===== config.mk =====
export PLATFORM = sky130hd
export DESIGN_NAME = ptt_termination
export DESIGN_NICKNAME = d
export VERILOG_FILES = /design/src/hdl/ptt_pkg.sv /design/src/hdl/ptt_sync.sv /design/src/hdl/ptt_pin_select.sv /design/src/hdl/ptt_termination.sv
export SDC_FILE = /design/constraint.sdc
export NUM_CORES = 1
export LEC_CHECK = 0
export BUFFER_PORTS_ARGS = -buffer_cell sky130_fd_sc_hd__buf_2
export CAP_MARGIN = 0
export CORE_AREA = 2 2 117 119
export DETAILED_ROUTE_END_ITERATION = 10
export DIE_AREA = 0 0 119 121
export GPL_ROUTABILITY_DRIVEN = 0
export PLACE_DENSITY = 0.52
export SYNTH_ARGS = -nofsm -noshare
export SYNTH_HDL_FRONTEND = slang
export SYNTH_HIERARCHICAL = 1
export SYNTH_SLANG_ARGS = --single-unit

===== constraint.sdc =====
create_clock -name clock_in -period 2.15 [get_ports clock_in]
set_input_delay 0.3225 -clock clock_in [delete_from_list [all_inputs] [get_ports clock_in]]
set_output_delay 0.3225 -clock clock_in [all_outputs]
set_load 0.05 [all_outputs]

===== src/hdl/ptt_pkg.sv =====
/*
  Shared definitions for the power transfer termination logic: register map,
  field positions, reset values, termination codes, states and carrier structs.
  Assumes a 32-bit Avalon-MM slave port with byte addresses.
*/
package ptt_pkg;

  // ---------------------------------------------------------------------------
  // Register map
  // ---------------------------------------------------------------------------
  localparam logic [4:0] REG_CTRL = 5'h00;
  localparam logic [4:0] REG_STATUS = 5'h04;
  localparam logic [4:0] REG_IRQ_STATUS = 5'h08;
  localparam logic [4:0] REG_IRQ_MASK = 5'h0c;
  localparam logic [4:0] REG_CEP_COUNT = 5'h10;

  localparam int CTRL_ENABLE_BIT = 0;
  localparam int CTRL_FORCE_BIT = 1;
  localparam logic [1:0] CTRL_RESET = 2'h1;

  localparam int STATUS_OUTPUT_BIT = 0;
  localparam int STATUS_PMA_BIT = 1;
  localparam int STATUS_TAKEOVER_BIT = 2;
  localparam int STATUS_NOCONV_BIT = 3;
  localparam int STATUS_STATE_LSB = 4;
  localparam int STATUS_CODE_LSB = 8;

  localparam int IRQ_WIDTH = 5;
  localparam int IRQ_SENT_BIT = 0;
  localparam int IRQ_ADAPTER_BIT = 1;
  localparam int IRQ_HOT_BIT = 2;
  localparam int IRQ_NOCONV_BIT = 3;
  localparam int IRQ_FAULT_BIT = 4;
  localparam logic [IRQ_WIDTH-1:0] IRQ_MASK_RESET = 5'h00;

  // ---------------------------------------------------------------------------
  // Termination codes and counts
  // ---------------------------------------------------------------------------
  localparam logic [7:0] CODE_UNKNOWN = 8'h00;
  localparam logic [7:0] CODE_CHARGE_COMPLETE = 8'h01;
  localparam logic [7:0] CODE_INTERNAL_FAULT = 8'h02;
  localparam logic [7:0] CODE_OVER_TEMPERATURE = 8'h03;
  localparam logic [7:0] CODE_OVER_VOLTAGE = 8'h04;

  localparam int CEP_COUNT_WIDTH = 7;
  localparam logic [6:0] CEP_LIMIT = 7'h40;

  // ---------------------------------------------------------------------------
  // Types
  // ---------------------------------------------------------------------------
  typedef enum logic [1:0] {ST_RUN, ST_OUTPUT_OFF, ST_SEND, ST_DONE} ptt_state_t;

  typedef struct packed {
    logic adapter_present;
    logic adapter_enable;
    logic thermal_control_high;
    logic thermal_control_low;
    logic temp_hot;
    logic junction_hot;
    logic current_limit_pin_too_small;
    logic term_above_limit;
    logic rectifier_node_converged;
    logic tmem_high;
    logic term_resistor_fitted;
    logic load_above_100ma;
    logic load_above_350ma;
  } ptt_flags_t;

  localparam int FLAGS_WIDTH = $bits(ptt_flags_t);

  typedef struct packed {
    logic pma_eoc;
    logic [7:0] code;
  } ptt_msg_t;

  typedef struct packed {
    logic read;
    logic write;
    logic [4:0] address;
    logic [31:0] writedata;
    logic [3:0] byteenable;
  } ptt_avs_req_t;

endpackage


===== src/hdl/ptt_sync.sv =====
/*
  Two-flip-flop synchroniser for a vector of independent level flags.
  Assumes each bit is a slow level; no multi-bit coherence is given.
*/
`timescale 1ns/100ps
module ptt_sync #(
  parameter int WIDTH = 1
) (
  input wire logic clock_in,
  input wire logic reset_n_in,
  input wire logic [WIDTH-1:0] async_in,
  output logic [WIDTH-1:0] sync_out
);
  import ptt_pkg::*;

  typedef struct packed {
    logic [WIDTH-1:0] meta;
    logic [WIDTH-1:0] stable;
  } ptt_sync_state_t;

  ptt_sync_state_t state;
  ptt_sync_state_t next_state;

  // The first stage feeds only the second stage, so metastability stays contained.
  always_comb begin
    next_state.meta = async_in;
    next_state.stable = state.meta;
  end

  always_ff @(posedge clock_in or negedge reset_n_in) begin
    if (!reset_n_in) begin
      state <= '0;
    end else begin
      state <= next_state;
    end
  end

  assign sync_out = state.stable;
endmodule


===== src/hdl/ptt_pin_select.sv =====
/*
  Drives the two shared open-drain pins either as rectifier boost outputs or as
  power-good and pad-detect outputs. Assumes synchronised flags on clock_in.
*/
`timescale 1ns/100ps
module ptt_pin_select (
  input wire logic clock_in,
  input wire logic reset_n_in,
  input wire ptt_pkg::ptt_flags_t flags_in,
  input wire logic pma_mode_in,
  input wire logic power_good_in,
  output logic boost_low_pin_oe_out,
  output logic boost_mid_pin_oe_out
);
  import ptt_pkg::*;

  typedef struct packed {
    logic low_oe;
    logic mid_oe;
  } ptt_pin_state_t;

  ptt_pin_state_t state;
  ptt_pin_state_t next_state;

  // Both pins are active low, so asserting one means enabling its pull-down.
  always_comb begin
    if (flags_in.term_resistor_fitted) begin
      next_state.low_oe = !flags_in.load_above_100ma && !flags_in.load_above_350ma;
      next_state.mid_oe = !flags_in.load_above_350ma;
    end else begin
      next_state.low_oe = power_good_in;
      next_state.mid_oe = !pma_mode_in && flags_in.tmem_high;
    end
  end

  always_ff @(posedge clock_in or negedge reset_n_in) begin
    if (!reset_n_in) begin
      state <= '0;
    end else begin
      state <= next_state;
    end
  end

  assign boost_low_pin_oe_out = state.low_oe;
  assign boost_mid_pin_oe_out = state.mid_oe;
endmodule


===== src/hdl/ptt_termination.sv =====
/*
  Termination decision logic of a dual-protocol wireless power receiver, with an
  Avalon-MM register slave and a level interrupt. Assumes the analog comparators
  arrive as asynchronous flags, and that the message modulator, session control
  and protocol detection run on clock_in.
*/
`timescale 1ns/100ps
// Overview of operation
// - Termination codes: 0x00 unknown to 0x04 over voltage; 0x05-0x08 never sent.
// - Send only on a listed trigger (code adds internal fault on junction hot or current-limit pin too small); unknown code when adapter exceeds detect level.
// - Thermal/control input high sends charge complete, packet or end-of-charge symbol.
// - Thermal/control input low or thermistor hot sends over temperature.
// - WPC startup: 64 control error packets without convergence sends over voltage.
// - Adapter above enable level: output off first, then end message sent.
// - After adapter takeover, drive adapter switch control on.
// - PMA: termination pin above limit pin disables output, sends end-of-charge.
// - Termination-current end-of-charge only with PMA transmitter, never WPC.
// - Shared pins boost rectifier only with termination resistor; else power-good, pad detect.
// - Boost: both below 100 mA, mid only to 350 mA, none above.
module ptt_termination (
  input wire logic clock_in,
  input wire logic reset_n_in,
  input wire ptt_pkg::ptt_avs_req_t avs_req_in,
  output logic [31:0] avs_readdata_out,
  output logic avs_waitrequest_out,
  input wire ptt_pkg::ptt_flags_t analog_flags_in,
  input wire logic pma_mode_in,
  input wire logic session_start_in,
  input wire logic cep_sent_in,
  input wire logic msg_ready_in,
  output logic msg_valid_out,
  output ptt_pkg::ptt_msg_t msg_out,
  output logic output_enable_out,
  output logic adapter_switch_out,
  output logic boost_low_pin_out,
  output logic boost_low_pin_oe_out,
  output logic boost_mid_pin_out,
  output logic boost_mid_pin_oe_out,
  output logic irq_out
);
  import ptt_pkg::*;

  // ---------------------------------------------------------------------------
  // State
  // ---------------------------------------------------------------------------
  typedef struct packed {
    ptt_state_t fsm;
    ptt_msg_t msg;
    logic takeover;
    logic converged;
    logic noconv;
    logic [CEP_COUNT_WIDTH-1:0] cep_count;
    logic [1:0] ctrl;
    logic [IRQ_WIDTH-1:0] irq_status;
    logic [IRQ_WIDTH-1:0] irq_mask;
    logic ack;
    logic [31:0] readdata;
  } ptt_core_state_t;

  ptt_core_state_t state;
  ptt_core_state_t next_state;
  ptt_flags_t flags;
  logic power_good;

  // ---------------------------------------------------------------------------
  // Input synchronisation and pin sharing
  // ---------------------------------------------------------------------------
  ptt_sync #(
    .WIDTH(FLAGS_WIDTH)
  ) u_sync (
    .clock_in(clock_in),
    .reset_n_in(reset_n_in),
    .async_in(analog_flags_in),
    .sync_out(flags)
  );

  // Power good drops as soon as a termination starts.
  assign power_good = (state.fsm == ST_RUN) && state.ctrl[CTRL_ENABLE_BIT] && state.converged;

  ptt_pin_select u_pins (
    .clock_in(clock_in),
    .reset_n_in(reset_n_in),
    .flags_in(flags),
    .pma_mode_in(pma_mode_in),
    .power_good_in(power_good),
    .boost_low_pin_oe_out(boost_low_pin_oe_out),
    .boost_mid_pin_oe_out(boost_mid_pin_oe_out)
  );

  assign boost_low_pin_out = 1'b0;
  assign boost_mid_pin_out = 1'b0;

  // ---------------------------------------------------------------------------
  // Termination choice
  // ---------------------------------------------------------------------------
  // Returns {trigger, code}. Faults outrank heat, heat outranks convergence,
  // then adapter, then charge complete, so the most serious reason reaches the
  // transmitter when several conditions rise together.
  function automatic logic [8:0] choose_code(input ptt_flags_t f, input logic pma,
                                             input logic noconv, input logic force_cc);
    logic [8:0] pick;
    pick = {1'b0, CODE_UNKNOWN};
    if (f.junction_hot || f.current_limit_pin_too_small) begin
      pick = {1'b1, CODE_INTERNAL_FAULT};
    end else if (f.thermal_control_low || f.temp_hot) begin
      pick = {1'b1, CODE_OVER_TEMPERATURE};
    end else if (noconv && !pma) begin
      pick = {1'b1, CODE_OVER_VOLTAGE};
    end else if (f.adapter_present || f.adapter_enable) begin
      pick = {1'b1, CODE_UNKNOWN};
    end else if (f.thermal_control_high || force_cc) begin
      pick = {1'b1, CODE_CHARGE_COMPLETE};
    end else if (pma && f.term_above_limit) begin
      pick = {1'b1, CODE_CHARGE_COMPLETE};
    end
    return pick;
  endfunction

  logic [8:0] pick;
  // The choice is made every cycle; only the run state acts on it.
  assign pick = choose_code(flags, pma_mode_in, state.noconv, state.ctrl[CTRL_FORCE_BIT]);

  // ---------------------------------------------------------------------------
  // Register read mux
  // ---------------------------------------------------------------------------
  function automatic logic [31:0] read_reg(input ptt_core_state_t s, input logic [4:0] addr,
                                           input logic pma);
    logic [31:0] d;
    d = 32'h0000_0000;
    if (addr == REG_CTRL) begin
      d[1:0] = s.ctrl;
    end else if (addr == REG_STATUS) begin
      d[STATUS_OUTPUT_BIT] = (s.fsm == ST_RUN) && s.ctrl[CTRL_ENABLE_BIT];
      d[STATUS_PMA_BIT] = pma;
      d[STATUS_TAKEOVER_BIT] = s.takeover;
      d[STATUS_NOCONV_BIT] = s.noconv;
      d[STATUS_STATE_LSB +: 2] = s.fsm;
      d[STATUS_CODE_LSB +: 8] = s.msg.code;
    end else if (addr == REG_IRQ_STATUS) begin
      d[IRQ_WIDTH-1:0] = s.irq_status;
    end else if (addr == REG_IRQ_MASK) begin
      d[IRQ_WIDTH-1:0] = s.irq_mask;
    end else if (addr == REG_CEP_COUNT) begin
      d[CEP_COUNT_WIDTH-1:0] = s.cep_count;
    end
    return d;
  endfunction

  // ---------------------------------------------------------------------------
  // Next state
  // ---------------------------------------------------------------------------
  logic req;
  logic wr_commit;
  logic [IRQ_WIDTH-1:0] irq_set;
  logic [IRQ_WIDTH-1:0] irq_clr;

  assign req = avs_req_in.read || avs_req_in.write;
  assign wr_commit = avs_req_in.write && state.ack && avs_req_in.byteenable[0];

  always_comb begin
    next_state = state;
    irq_set = '0;
    irq_clr = '0;

    // ------------------------------
    // Bus answer
    // ------------------------------
    // One wait cycle per access; the answer stands in the second cycle.
    // Read data come from a register, so the address decode never
    // reaches the bus output combinationally.
    next_state.ack = req && !state.ack;
    if (avs_req_in.read && !state.ack) begin
      next_state.readdata = read_reg(state, avs_req_in.address, pma_mode_in);
    end

    // ------------------------------
    // Convergence
    // ------------------------------
    // Convergence is latched for the session, so a later dip of the
    // rectifier does not restart the count.
    if (flags.rectifier_node_converged) begin
      next_state.converged = 1'b1;
    end

    // Convergence counting only matters while a WPC session is starting up.
    // The count stops at its limit, so a late read still shows why it ended.
    if (state.fsm == ST_RUN && !pma_mode_in && !state.converged && cep_sent_in
        && state.cep_count != CEP_LIMIT) begin
      next_state.cep_count = state.cep_count + 7'h01;
      if (state.cep_count + 7'h01 == CEP_LIMIT) begin
        next_state.noconv = 1'b1;
        irq_set[IRQ_NOCONV_BIT] = 1'b1;
      end
    end

    // ------------------------------
    // Termination sequence
    // ------------------------------
    // The force bit is a level: while set, every new session ends at once
    // with charge complete, so software clears it before a restart.
    case (state.fsm)
      ST_RUN: begin
        if (state.ctrl[CTRL_ENABLE_BIT] && pick[8]) begin
          next_state.msg.code = pick[7:0];
          next_state.msg.pma_eoc = pma_mode_in;
          next_state.takeover = flags.adapter_enable;
          next_state.fsm = ST_OUTPUT_OFF;
          irq_set[IRQ_ADAPTER_BIT] = flags.adapter_enable;
          irq_set[IRQ_HOT_BIT] = (pick[7:0] == CODE_OVER_TEMPERATURE);
          irq_set[IRQ_FAULT_BIT] = (pick[7:0] == CODE_INTERNAL_FAULT);
        end
      end
      // One cycle with the output off before the message is offered.
      ST_OUTPUT_OFF: begin
        next_state.fsm = ST_SEND;
      end
      // A transmitter that never answers keeps the block here; the output
      // is already off, so only time is lost.
      ST_SEND: begin
        if (msg_ready_in) begin
          next_state.fsm = ST_DONE;
          irq_set[IRQ_SENT_BIT] = 1'b1;
        end
      end
      // Only a new session leaves this state: one message per session.
      ST_DONE: begin
        if (session_start_in) begin
          next_state.fsm = ST_RUN;
          next_state.takeover = 1'b0;
          next_state.converged = 1'b0;
          next_state.noconv = 1'b0;
          next_state.cep_count = '0;
        end
      end
      default: begin
        next_state.fsm = ST_RUN;
      end
    endcase

    // A new session also restarts convergence counting while still running.
    if (state.fsm == ST_RUN && session_start_in) begin
      next_state.converged = 1'b0;
      next_state.noconv = 1'b0;
      next_state.cep_count = '0;
    end

    // ------------------------------
    // Register writes
    // ------------------------------
    // A write lands at the edge that ends the wait, the same edge at which
    // the master sees the answer.
    if (wr_commit) begin
      if (avs_req_in.address == REG_CTRL) begin
        next_state.ctrl = avs_req_in.writedata[1:0];
      end else if (avs_req_in.address == REG_IRQ_STATUS) begin
        irq_clr = avs_req_in.writedata[IRQ_WIDTH-1:0];
      end else if (avs_req_in.address == REG_IRQ_MASK) begin
        next_state.irq_mask = avs_req_in.writedata[IRQ_WIDTH-1:0];
      end
    end

    // ------------------------------
    // Interrupt status
    // ------------------------------
    // A set in the same cycle as its clear wins, so no event is lost.
    next_state.irq_status = (state.irq_status & ~irq_clr) | irq_set;
  end

  always_ff @(posedge clock_in or negedge reset_n_in) begin
    if (!reset_n_in) begin
      state.fsm <= ST_RUN;
      state.msg <= '0;
      state.takeover <= 1'b0;
      state.converged <= 1'b0;
      state.noconv <= 1'b0;
      state.cep_count <= '0;
      state.ctrl <= CTRL_RESET;
      state.irq_status <= '0;
      state.irq_mask <= IRQ_MASK_RESET;
      state.ack <= 1'b0;
      state.readdata <= '0;
    end else begin
      state <= next_state;
    end
  end

  // ---------------------------------------------------------------------------
  // Outputs
  // ---------------------------------------------------------------------------
  assign avs_waitrequest_out = req && !state.ack;
  assign avs_readdata_out = state.readdata;
  assign msg_valid_out = (state.fsm == ST_SEND);
  assign msg_out = state.msg;
  // The output stays off from the trigger onward, before any message leaves.
  assign output_enable_out = (state.fsm == ST_RUN) && state.ctrl[CTRL_ENABLE_BIT];
  // Switching to the adapter only after the transmitter was told to stop
  // avoids feeding the output from two sources at once.
  assign adapter_switch_out = (state.fsm == ST_DONE) && state.takeover
                              && flags.adapter_enable;
  // The interrupt is a plain level; it drops in the cycle after software
  // clears its last unmasked bit.
  assign irq_out = |(state.irq_status & state.irq_mask);
endmodule


Word-level counts from Yosys, hierarchy flattened
Cells that the tools add are included.
{"block": "classes", "addsub": 1, "n_eq_ne": 14, "muxes": 40, "bitwise_logic": 6, "n_reduce_logical": 37}
{"op": "9-bit two-way mux", "n": 8}
{"op": "5-bit two-way mux", "n": 6}
{"op": "8-bit two-way mux", "n": 3}
{"op": "1-bit logical AND", "n": 18}
{"op": "8-bit by 2-bit == test with 1-bit output, second input constant", "n": 2}
{"op": "2-bit two-way mux", "n": 8}
{"op": "12-bit two-way mux", "n": 1}
{"op": "5-bit bitwise AND", "n": 2}
{"op": "5-bit by 4-bit == test with 1-bit output, second input constant", "n": 2}
{"op": "10-bit two-way mux", "n": 1}
{"op": "1-bit two-way mux", "n": 9}
{"op": "2-bit case mux with 4 select lines", "n": 1}
{"op": "7-bit by 1-bit adder with 7-bit output, second input constant", "n": 1}
{"op": "7-bit == test, second input constant", "n": 1}
{"op": "7-bit two-way mux", "n": 1}
{"op": "7-bit inequality test, second input constant", "n": 1}
{"op": "6-bit two-way mux", "n": 1}
{"op": "3-bit AND reduction", "n": 2}
{"op": "5-bit by 3-bit == test with 1-bit output, second input constant", "n": 1}
{"op": "5-bit == test, second input constant", "n": 1}
{"op": "1-bit zero test", "n": 5}
{"op": "5-bit zero test", "n": 1}
{"op": "1-bit logical OR", "n": 5}
{"op": "5-bit inverter", "n": 1}
{"op": "other kinds (12)", "n": 16}
{"block": "word_totals", "ff_bits": 77, "input_bits": 62, "out_inout_bits": 50}

Longest topological paths before layout
Gate-level depths: netlist of run 1.
{"block": "depth", "word_depth": 11, "ltp_mapped": 8, "mapped_depth_nobuf": 7}

Hierarchy
Netlist of run 1, hierarchy kept.
{"mod": "ptt_termination", "n_inst": 1, "cells_per_inst": 268, "area_per_inst_um2": 2501.1}
{"mod": "ptt_sync", "n_inst": 1, "cells_per_inst": 26, "area_per_inst_um2": 650.6}
{"mod": "ptt_pin_select", "n_inst": 1, "cells_per_inst": 7, "area_per_inst_um2": 77.6}

Least setup slack after synthesis of run 1
Ideal clock, no wire load.
{"block": "synth_path", "path_kind": "register -> register", "start": "register state[64] in the netlist's numbering", "end": "register state[52] in the netlist's numbering", "arrival_time_ps": 1838, "required_ps": 2055, "path_slack_ps": 216, "path_stages_with_launch": 8, "n_path_buf": 1, "period_less_slack_ps": 1934, "cell_sequence": "dfrtp_1 -> inv_1 -> ha_1 -> buf_2 -> and4bb_2 -> nand3_1 -> or4b_1 -> o31ai_1"}
{"item": "from (decl)", "line_no": "ptt_termination.sv:60", "source": "ptt_core_state_t state;"}
{"item": "from (signal assigned)", "line_no": "ptt_termination.sv:283", "source": "state <= next_state;"}

Worst setup path in the final report of run 1
{"block": "layout_path", "start": "register u_sync.state, in the netlist u_sync/sync_out[8]", "end": "register state, in the netlist msg_out[2]"}
{"block": "layout_between", "elab_chain_cells": 5}
{"item": "from (decl)", "line_no": "ptt_sync.sv:21", "source": "ptt_sync_state_t state;"}
{"item": "from (signal assigned)", "line_no": "ptt_sync.sv:34", "source": "state <= next_state;"}
{"item": "1-bit logical OR *", "line_no": "ptt_termination.sv:105", "source": "end else if (f.thermal_control_low || f.temp_hot) begin"}
{"item": "9-bit two-way mux *", "line_no": "ptt_termination.sv:105"}
{"item": "9-bit two-way mux *", "line_no": "ptt_termination.sv:103", "source": "if (f.junction_hot || f.current_limit_pin_too_small) begin"}
{"item": "1-bit logical AND", "line_no": "ptt_termination.sv:203", "source": "if (state.ctrl[CTRL_ENABLE_BIT] && pick[8]) begin"}
{"item": "2-bit AND reduction (no line)"}
Mark *: on every way between the ends. The rest lies on a longest branch, timed or not.
A chain may end at the register's enable or synchronous reset.

==> qor.yml, run 1 <==
synthesis:
  synth_compound_area_share_pct: 12.0
  synth_flop_cell: "dfrtp_1"
  synthArstFlopShare_pct: 100
  synth-seq-cells: 67
  syn_inst: 301
  post_synth_and_or_nand_nor_area_fraction_pct: 14.5
  synth_area_leader_cell: "dfrtp_1"
  yosysTopAreaCellShare_pct: 51.1
  seq_area_frac_synth_pct: 52.0
  synth_area_per_cell_sq_um: 10.7
  synth_adder_area_share_pct: 1.94
  synth_xor_area_share_pct: 1.63
  synthesis.area_sq_um: 3230
  synth_edf_count: 0
  synth_area_leaders: "dfrtp_1, buf_4, nand2_1"
  muxShareOfSynthArea_pct: 4.96
  synth_cell_types: 60
  ys_warn_count: 6
  synth_top_family_by_area: "simple AND/OR/NAND/NOR gates"
outcome:
  status: "finished clean"
routing:
  drt_iter0_drc: 86
  route.final.wire_length_microns: 7140
  antenna_left: 0
  wl_per_cell_microns: 13.5
  via_per_inst: 4.29
  drc: 0
  num_vias: 2274
  drt_pre_antenna_iters: 4
power_and_ir_drop:
  p_leak_nw: 1.79
  powerDensity_nw_per_um2: 1030
  peakVddDrop_uv: 397
timing:
  slew_viol_final: 0
  setup_slack_ns: 0.100
  hold_viol_final: 0
  fin_skew_ns: 0.00704
  finalCritPeriodShare_pct: 95.3
  fmax_mhz: 488
  tns_ns: 0
  rsz0062_at_grt: "no"
  finalSetupViolations: 0
  fin_crit_ns: 2.05
layout:
  areaGrowthSynthToFinish_pct: 19.2
  stdcell_count: 530
  fin_nets: 415
  drive_gt1_share_pct: 28.6
worst_setup_path:
  start_kind: "flop"
  arrival_ns: 2.26
  timing.reg2reg.setup_slack_ns: 0.10
  worstSetupEndpointType: "flop"
  path_max_fanout: 4
  path_class: "reg2reg"
  required_ns: 2.36
placement:
  port_buffers: 52
  dp.cells: 510
  pre_cts_slack_ns: 0.117
  post-dp-hpwl_microns: 5230
cts:
  cts.htree.levels: 3
  cts_tree: "done"
  numCtsBuffers: 9
  clk_pin_slew_ns: 0.06
  clock_sinks: 67
  cts_root_buffer: "clkbuf_16"
  clk_latency_ns: 0.33
  clockBufferDepth: 2
floorplanning:
  boundaryPins: 112
  chipWidth_microns: 119
  die_y_microns: 121
  die_area_sq_um: 14400
  row_count: 42
  core_sq_um: 13100
  initial_core_util_pct: 24.7
global_routing:
  grt_start_max_net_pins: 59
  grtUsageTotal_pct: 10.4
  grt-ovfl-total: 0
  grt_pass1_wl_microns: 11600
  grt_antenna_before_repair: 2
  grt_pass1_vias: 2206
job:
  maxCapViolCount: 0
worst_hold_path:
  min_path_type: "in2reg"
area by class of cell:
cell class,instances,area [sq um]
Sequential cell,67,1680
Multi-Input combinational cell,195,1240
Fill cell,1376,9240
Inverter,12,45.0
Clock buffer,10,229
Antenna cell,1,2.50
Tap cell,176,220
Clock inverter,6,73.8
Timing Repair Buffer,63,360
where the power goes:
group / switching [mW] / internal (mW)
clock network: 0.566 / 0.911
logic: 0.625 / 0.312
registers: 0.132 / 1.40
total: 1.32 / 2.63
kinds of logic (layout without fill, tap and decap cells):
group	Yosys count	after routing
AND/OR/NAND/NOR	92	92
flip-flops	67	67
buffers and inverters	67	91
AO/OA/AOI/OAI	50	50
multiplexers	13	13
XOR/XNOR	6	6
adder cells (fa/ha/maj)	5	5
other	1	30
layer usage:
| metal | part of all wire [%] | GRT usage (%) | vias to the layer above |
|---|---|---|---|
| li1 | - | - | 1075 |
| met1 | 49 | 14.3 | 1097 |
| met2 | 43 | 14.9 | 91 |
| met3 | 6.8 | 3.95 | 9 |
| met4 | 1.1 | 3.57 | 2 |
| met5 | 0.15 | 0 | - |
worst max-delay path, stage by stage (launching register included):
cell and delay (ns):
dfrtp_1 0.39, or4_4 0.57, or3_1 0.40, o21ai_2 0.20, mux2_2 0.37
cell usage in the layout, fill, tap and decap left out, types with 7 or more instances in the layout:
master | Yosys | routed
dfrtp_1 | 66 | 66
buf_2 | 3 | 51
nand2_1 | 33 | 33
conb_1 | 1 | 29
nor2_1 | 19 | 19
inv_1 | 12 | 11
mux2_2 | 10 | 10
buf_4 | 43 | 10
a21oi_1 | 9 | 9
clkbuf_16 | 0 | 9
o21ai_0 | 7 | 7
per-stage QoR:
stage / power [mW] / hold WS, ns / util, % / area [sq um]
after floorplan: 2.33 / 0.0269 / - / 3330
after global placement: 2.48 / 0.194 / 26.9 / 3520
after detailed placement: 2.49 / 0.194 / 26.9 / 3520
after CTS: 3.99 / 0.0833 / 29.3 / 3830
after global routing: 4.14 / 0.0778 / 29.4 / 3850
final: 3.95 / 0.0922 / 29.4 / 3850
state kept, by name, indices dropped and copies added, names as in the netlist:
register                     count
state                           25
u_sync/next_state               13
u_sync/sync_out                 13
avs_readdata_out                10
msg_out                          4
u_pins/boost_low_pin_oe_out      1
u_pins/boost_mid_pin_oe_out      1
what timing repair did:
item | in CTS | in global routing
hold buffers | 1 | 0
setup buffers | 0 | 2
resized for setup | 1 | 1
hold endpoints to repair | 9 | 0
endpoints found under the setup margin | 1 | 1
cells in the mapped netlist, drive strengths merged (2+ instances only):
cell type	instances
or3	3
inv	12
or2	2
nor4	3
a32o	5
nand2	33
o31ai	4
a21oi	9
nand2b	4
nor3	5
o2bb2ai	3
mux2	11
buf	46
nor2	19
o22ai	2
a22o	3
o21ai	9
xnor2	2
and3	3
a221oi	2
ha	5
nand4	4
nand3	3
xor2	4
nor2b	2
clkbuf	9
dfrtp	66
worst paths after layout:
path,cells past startpoint,to,start
setup / recovery,4,msg_out[2]$_DFFE_PN0P_,u_sync/sync_out[8]$_DFF_PN0_
hold / removal,1,u_sync/next_state[1]$_DFF_PN0_,analog_flags_in[1]
setup reg to reg,4,msg_out[2]$_DFFE_PN0P_,u_sync/sync_out[8]$_DFF_PN0_
hold reg to reg,0,u_sync/sync_out[6]$_DFF_PN0_,u_sync/next_state[6]$_DFF_PN0_
max in group asynchronous,3,state[43]$_DFFE_PN1P_,reset_n_in
min in group asynchronous,2,u_sync/next_state[4]$_DFF_PN0_,reset_n_in
(Power assumes the default switching activity.)
==> run 2: changes to the inputs <==
--- a/config.mk
+++ b/config.mk
@@ -11,7 +11,7 @@
 export DETAILED_ROUTE_END_ITERATION = 10
 export DIE_AREA = 0 0 119 121
 export GPL_ROUTABILITY_DRIVEN = 0
-export PLACE_DENSITY = 0.52
+export PLACE_DENSITY = 0.5
 export SYNTH_ARGS = -nofsm -noshare
 export SYNTH_HDL_FRONTEND = slang
 export SYNTH_HIERARCHICAL = 1
==> run 2 against run 1 <==
The flow now finishes with violations (hold timing). Via count down 3.4%. Flip-flop and latch count unchanged. Clock skew about the same. Non-clock buffer count down 3. Critical path depth unchanged. Worst setup slack better by 0.0068 ns. Critical endpoint unchanged. Final area down 0.42%. Routed wire length down 1.6%. Count of clock-buffer cells in the layout down 1. Critical path type unchanged. Total power up 0.74%. Worst hold slack worse by 0.094 ns. Global-route usage up 0.21 points.
==> qor.yml, run 2 (synthesized netlist as in run 1, its figures left out) <==
outcome:
  status: "complete, but fails checks"
  violations: "hold timing"
job:
  maxCapViolCount: 0
routing:
  antenna_left: 0
  m1WireLength_microns: 3410
  num_vias: 2197
  dr_wl_met2_microns: 3040
  dr_wl_met3_microns: 514
  via_per_inst: 4.18
  highest-signal-layer: "met4"
  drc: 0
  wl_per_cell_microns: 13.3
  drt_iter0_drc: 101
  route.final.wire_length_microns: 7020
  drt_pre_antenna_iters: 4
cts:
  cts.htree.levels: 3
  cts_setup_buffers: 0
  clk_latency_ns: 0.33
  cts_root_buffer: "clkbuf_16"
  clk_pin_slew_ns: 0.06
  clock_sinks: 67
  hold_buffers: 0
  cts_tree: "done"
  numCtsBuffers: 9
  clockBufferDepth: 2
timing:
  setup_slack_ns: 0.107
  fmax_mhz: 489
  finalCritPeriodShare_pct: 95.0
  holdWs_ns: -0.00186
  fin_skew_ns: 0.00741
  rsz0062_at_grt: "no"
  tns_ns: 0
  hold_viol_final: 2
  slew_viol_final: 0
  fin_crit_ns: 2.04
  finalSetupViolations: 0
layout:
  final_cell_mix: "dfrtp_1, buf_2, nand2_1"
  fin_nets: 412
  diodes: 0
  stdcell_count: 526
  mostFrequentLayoutCell: "dfrtp_1"
  drive_gt1_share_pct: 29.1
  regMostFlops: "state"
  fillers: 1370
  largest_reg_flops: 25
  areaGrowthSynthToFinish_pct: 18.7
global_routing:
  grtUsageTotal_pct: 10.6
  grt_start_max_net_pins: 68
  grt_pass1_vias: 2170
  grt-ovfl-total: 0
  grt_pass1_wl_microns: 11700
  grt_antenna_before_repair: 0
floorplanning:
  core_sq_um: 13100
  boundaryPins: 112
  die_area_sq_um: 14400
  initial_core_util_pct: 24.7
  chipWidth_microns: 119
  die_y_microns: 121
  row_count: 42
power_and_ir_drop:
  finalPower_mw: 3.98
  p_leak_nw: 1.77
  peakVddDrop_uv: 324
  powerDensity_nw_per_um2: 1040
placement:
  pre_cts_slack_ns: 0.129
  port_buffers: 52
  post-dp-hpwl_microns: 5190
  dp.cells: 510
worst_setup_path:
  required_ns: 2.37
  arrival_ns: 2.26
  worstSetupEndpointType: "flop"
  path_class: "reg2reg"
  path_max_fanout: 4
  start_kind: "flop"
worst_hold_path:
  min_path_type: "in2async"
[run 2: critical path: stages, from the launching register on]
cell	delay, ns
dfrtp_1	0.39
or4_4	0.57
or3_1	0.40
o21ai_2	0.20
mux2_2	0.35
[run 2: path summary, 6_finish.rpt]
check | start | end | cells after the start | slack, ns
setup / recovery | u_sync/sync_out[8]$_DFF_PN0_ | msg_out[2]$_DFFE_PN0P_ | 4 | 0.11
hold / removal | reset_n_in | u_pins/boost_mid_pin_oe_out$_DFF_PN0_ | 2 | -0.002
setup reg to reg | u_sync/sync_out[8]$_DFF_PN0_ | msg_out[2]$_DFFE_PN0P_ | 4 | 0.11
hold reg to reg | u_sync/next_state[0]$_DFF_PN0_ | u_sync/sync_out[0]$_DFF_PN0_ | 0 | 0.35
max in group asynchronous | reset_n_in | state[43]$_DFFE_PN1P_ | 2 | 1.84
min in group clock_in | analog_flags_in[11] | u_sync/next_state[11]$_DFF_PN0_ | 1 | 0.09
[run 2: timing repair]
action	4_1_cts	5_1_grt
hold endpoints to repair	0	0
setup endpoints to repair	1	2
resized for setup	1	3
[run 2: layer usage]
metal  track usage, %  vias up
met3             3.90        5
met4             3.27        0
li1                 -     1073
met5                0        -
met1             14.4     1025
met2             15.8       94
[run 2: cell type report]
class	count	area [sq um]	area share [%]
clock buffers	9	225	5.88
clock inverters	7	81.3	2.12
inverters	12	45.0	1.18
multi-input cells	195	1250	32.5
flip-flops and latches	67	1680	43.8
well taps	176	220	5.75
repair buffers	60	335	8.75
[run 2: per-stage QoR]
| stage | util [%] | cell area (sq um) |
|---|---|---|
| 2_1_floorplan | - | 3330 |
| 3_3_place_gp | 26.9 | 3520 |
| 3_5_place_dp | 26.9 | 3520 |
| 4_1_cts | 29.2 | 3820 |
| 5_1_grt | 29.3 | 3830 |
| 6_report | 29.3 | 3830 |
[run 2: power breakdown]
part           total (mW)  switching (mW)  internal [mW]
Combinational       0.931           0.624          0.307
Sequential           1.54           0.136           1.40
Clock                1.51           0.592          0.915
==> run 3: changes to the inputs <==
--- a/config.mk
+++ b/config.mk
@@ -7,11 +7,12 @@
 export LEC_CHECK = 0
 export BUFFER_PORTS_ARGS = -buffer_cell sky130_fd_sc_hd__buf_2
 export CAP_MARGIN = 0
-export CORE_AREA = 2 2 117 119
+export CORE_AREA = 2 2 88 90
 export DETAILED_ROUTE_END_ITERATION = 10
-export DIE_AREA = 0 0 119 121
+export DIE_AREA = 0 0 90 92
 export GPL_ROUTABILITY_DRIVEN = 0
-export PLACE_DENSITY = 0.5
+export MAX_ROUTING_LAYER = met4
+export PLACE_DENSITY = 0.8
 export SYNTH_ARGS = -nofsm -noshare
 export SYNTH_HDL_FRONTEND = slang
 export SYNTH_HIERARCHICAL = 1
==> constraint.sdc (replaced) <==
create_clock -name clock_in -period 1.68 [get_ports clock_in]
set_input_delay 0.252 -clock clock_in [delete_from_list [all_inputs] [get_ports clock_in]]
set_output_delay 0.252 -clock clock_in [all_outputs]
set_load 0.05 [all_outputs]
==> run 3 against run 2 <==
Worst setup slack got worse by 0.34 ns. The run ends with setup timing left. Critical endpoint unchanged. Die area fell by 42%. Highest routed layer unchanged. Non-clock buffer count up 47. Largest cell class unchanged. Register-to-register slack worse by 0.34 ns. Combinational power increased by 74%. Largest power group unchanged. First-iteration DRC count increased by 51%.
==> qor.yml, run 3 (synthesized netlist as in run 1, its figures left out) <==
layout:
  regMostFlops: "state"
  final_area_sq_um: 4180
  drive_gt1_share_pct: 36.8
  largest_reg_flops: 25
  areaGrowthSynthToFinish_pct: 29.4
  mostFrequentLayoutCell: "dfrtp_1"
  final_cell_mix: "dfrtp_1, buf_2, buf_4"
  fin_nets: 459
worst_setup_path:
  cp_top_family: "simple AND/OR/NAND/NOR gates"
  path_class: "reg2reg"
  path_max_fanout: 3
  start_kind: "flop"
  startpoint: "u_sync/sync_out[8]$_DFF_PN0_"
  required_ns: 1.92
  crit_chain: "or4_4 -> or3_4 -> o21ai_4 -> mux2_4"
  critical_path_buf_inv_count: 0
  cp_slowest_cell: "or4_4"
  arrival_ns: 2.15
  cp_slowest_stage_delay_ns: 0.56
  worstSetupEndpointType: "flop"
  crit-reg2reg-launch: "u_sync/sync_out[8]$_DFF_PN0_"
global_routing:
  grtUsageTotal_pct: 19.0
  grt_antenna_before_repair: 1
  grt_pass1_wl_microns: 11900
  grt_start_max_net_pins: 22
  grt-ovfl-total: 0
  grt_pass1_vias: 2422
cts:
  clk_latency_ns: 0.35
  clockBufferDepth: 2
  cts_tree: "done"
  cts.htree.levels: 3
  numCtsBuffers: 9
  cts_root_buffer: "clkbuf_8"
  clock_sinks: 67
  clk_pin_slew_ns: 0.07
timing:
  setup_slack_ns: -0.232
  hold_viol_final: 0
  timing.slew.headroom_pct: 65.6
  worstMarginPinSlew_ns: 0.516
  fin_crit_ns: 1.91
  fin_skew_ns: 0.00639
  rsz0062_at_grt: "yes"
  fmax_mhz: 523
  finalSetupViolations: 8
  slew_viol_final: 0
  finalCritPeriodShare_pct: 114
floorplanning:
  boundaryPins: 112
  die_area_sq_um: 8280
  core_sq_um: 7450
  die_y_microns: 92
  row_count: 32
  chipWidth_microns: 90
  initial_core_util_pct: 43.4
power_and_ir_drop:
  p_leak_nw: 1.98
  powerDensity_nw_per_um2: 1170
  peakVddDrop_uv: 765
routing:
  drc: 0
  wl_per_cell_microns: 14.1
  antenna_left: 0
  route.final.wire_length_microns: 7070
  num_vias: 2457
  drt_pre_antenna_iters: 6
  via_per_inst: 4.91
  drt_iter0_drc: 153
job:
  maxCapViolCount: 0
outcome:
  violations: "setup timing"
  status: "complete, but fails checks"
placement:
  post-dp-hpwl_microns: 5080
  port_buffers: 52
  pre_cts_slack_ns: -0.260
  placed_area_sq_um: 3640
worst_hold_path:
  min_path_type: "in2reg"
  hold_start: "avs_req_in[7]"
-- run 3: changes by cell type in the layout (fill, tap and decap cells not counted), moves of 3 or more --
cell	previous run	this run
ha_1	5	2
ha_4	0	3
buf_6	0	5
buf_2	51	48
mux2_2	10	7
dlygate4sd3_1	0	14
clkbuf_16	9	0
buf_4	8	37
clkbuf_8	0	9
inv_6	4	1
mux2_4	1	4
clkinv_4	1	4
-- run 3: worst paths after layout --
| path | endpoint | depth (start not counted) | slack (ns) |
|---|---|---|---|
| max | msg_out[2]$_DFFE_PN0P_ | 4 | -0.23 |
| min | state[36]$_DFFE_PN0P_ | 2 | 0.15 |
| max reg2reg | msg_out[2]$_DFFE_PN0P_ | 4 | -0.23 |
| min reg2reg | u_sync/sync_out[5]$_DFF_PN0_ | 0 | 0.35 |
| max in group asynchronous | state[43]$_DFFE_PN1P_ | 3 | 0.72 |
| min in group asynchronous | u_sync/sync_out[4]$_DFF_PN0_ | 2 | 0.40 |
-- run 3: worst reg2reg max path: stages (launching register included) --
cell,delay [ns]
dfrtp_1,0.38
or4_4,0.56
or3_4,0.35
o21ai_4,0.19
mux2_4,0.32
-- run 3: area by class of cell --
cell class / instances / area (sq um)
Antenna cell: 1 / 2.50
Clock buffer: 10 / 128
Sequential cell: 67 / 1680
Inverter: 12 / 45.0
Tap cell: 102 / 128
Multi-Input combinational cell: 195 / 1350
Timing Repair Buffer: 107 / 769
Fill cell: 639 / 3270
Clock inverter: 6 / 73.8
-- run 3: where the power goes --
part           leakage [nW]  internal, mW  total [mW]  switching, mW
registers             0.834          1.79        1.94          0.142
logic                  1.05         0.671        1.62          0.952
clock network         0.101         0.700        1.32          0.621
total                  1.98          3.16        4.88           1.72
-- run 3: metal layers --
layer  share of wire (%)  vias to the layer above  GRT usage [%]
met2                  49                      101           30.7
met4                 3.4                        0           8.97
met3                 5.3                       23           4.35
met1                  43                     1164           22.6
met5                   0                        -              -
li1                    -                     1169              -
-- run 3: repair_timing --
item | 4_1_cts | 5_1_grt
buffers inserted | 4 | 2
hold buffers | 14 | 0
pin swaps | 7 | 3
cloned | 0 | 0
hold endpoints to repair | 31 | 0
endpoints found under the setup margin | 13 | 15
gates resized for setup | 23 | 11
-- run 3: through the flow --
step | hold WS [ns] | TNS, ns | instances | power (mW) | util [%]
3_3_place_gp | 0.243 | -1.24 | 463 | 3.27 | 48.9
4_1_cts | 0.137 | -1.02 | 497 | 4.80 | 55.1
2_1_floorplan | -0.0436 | -1.26 | 329 | 3.01 | -
6_report | 0.151 | -1.08 | 500 | 4.88 | 56.1
5_1_grt | 0.145 | -1.69 | 500 | 5.13 | 56.1
3_5_place_dp | 0.249 | -1.44 | 463 | 3.31 | 48.9
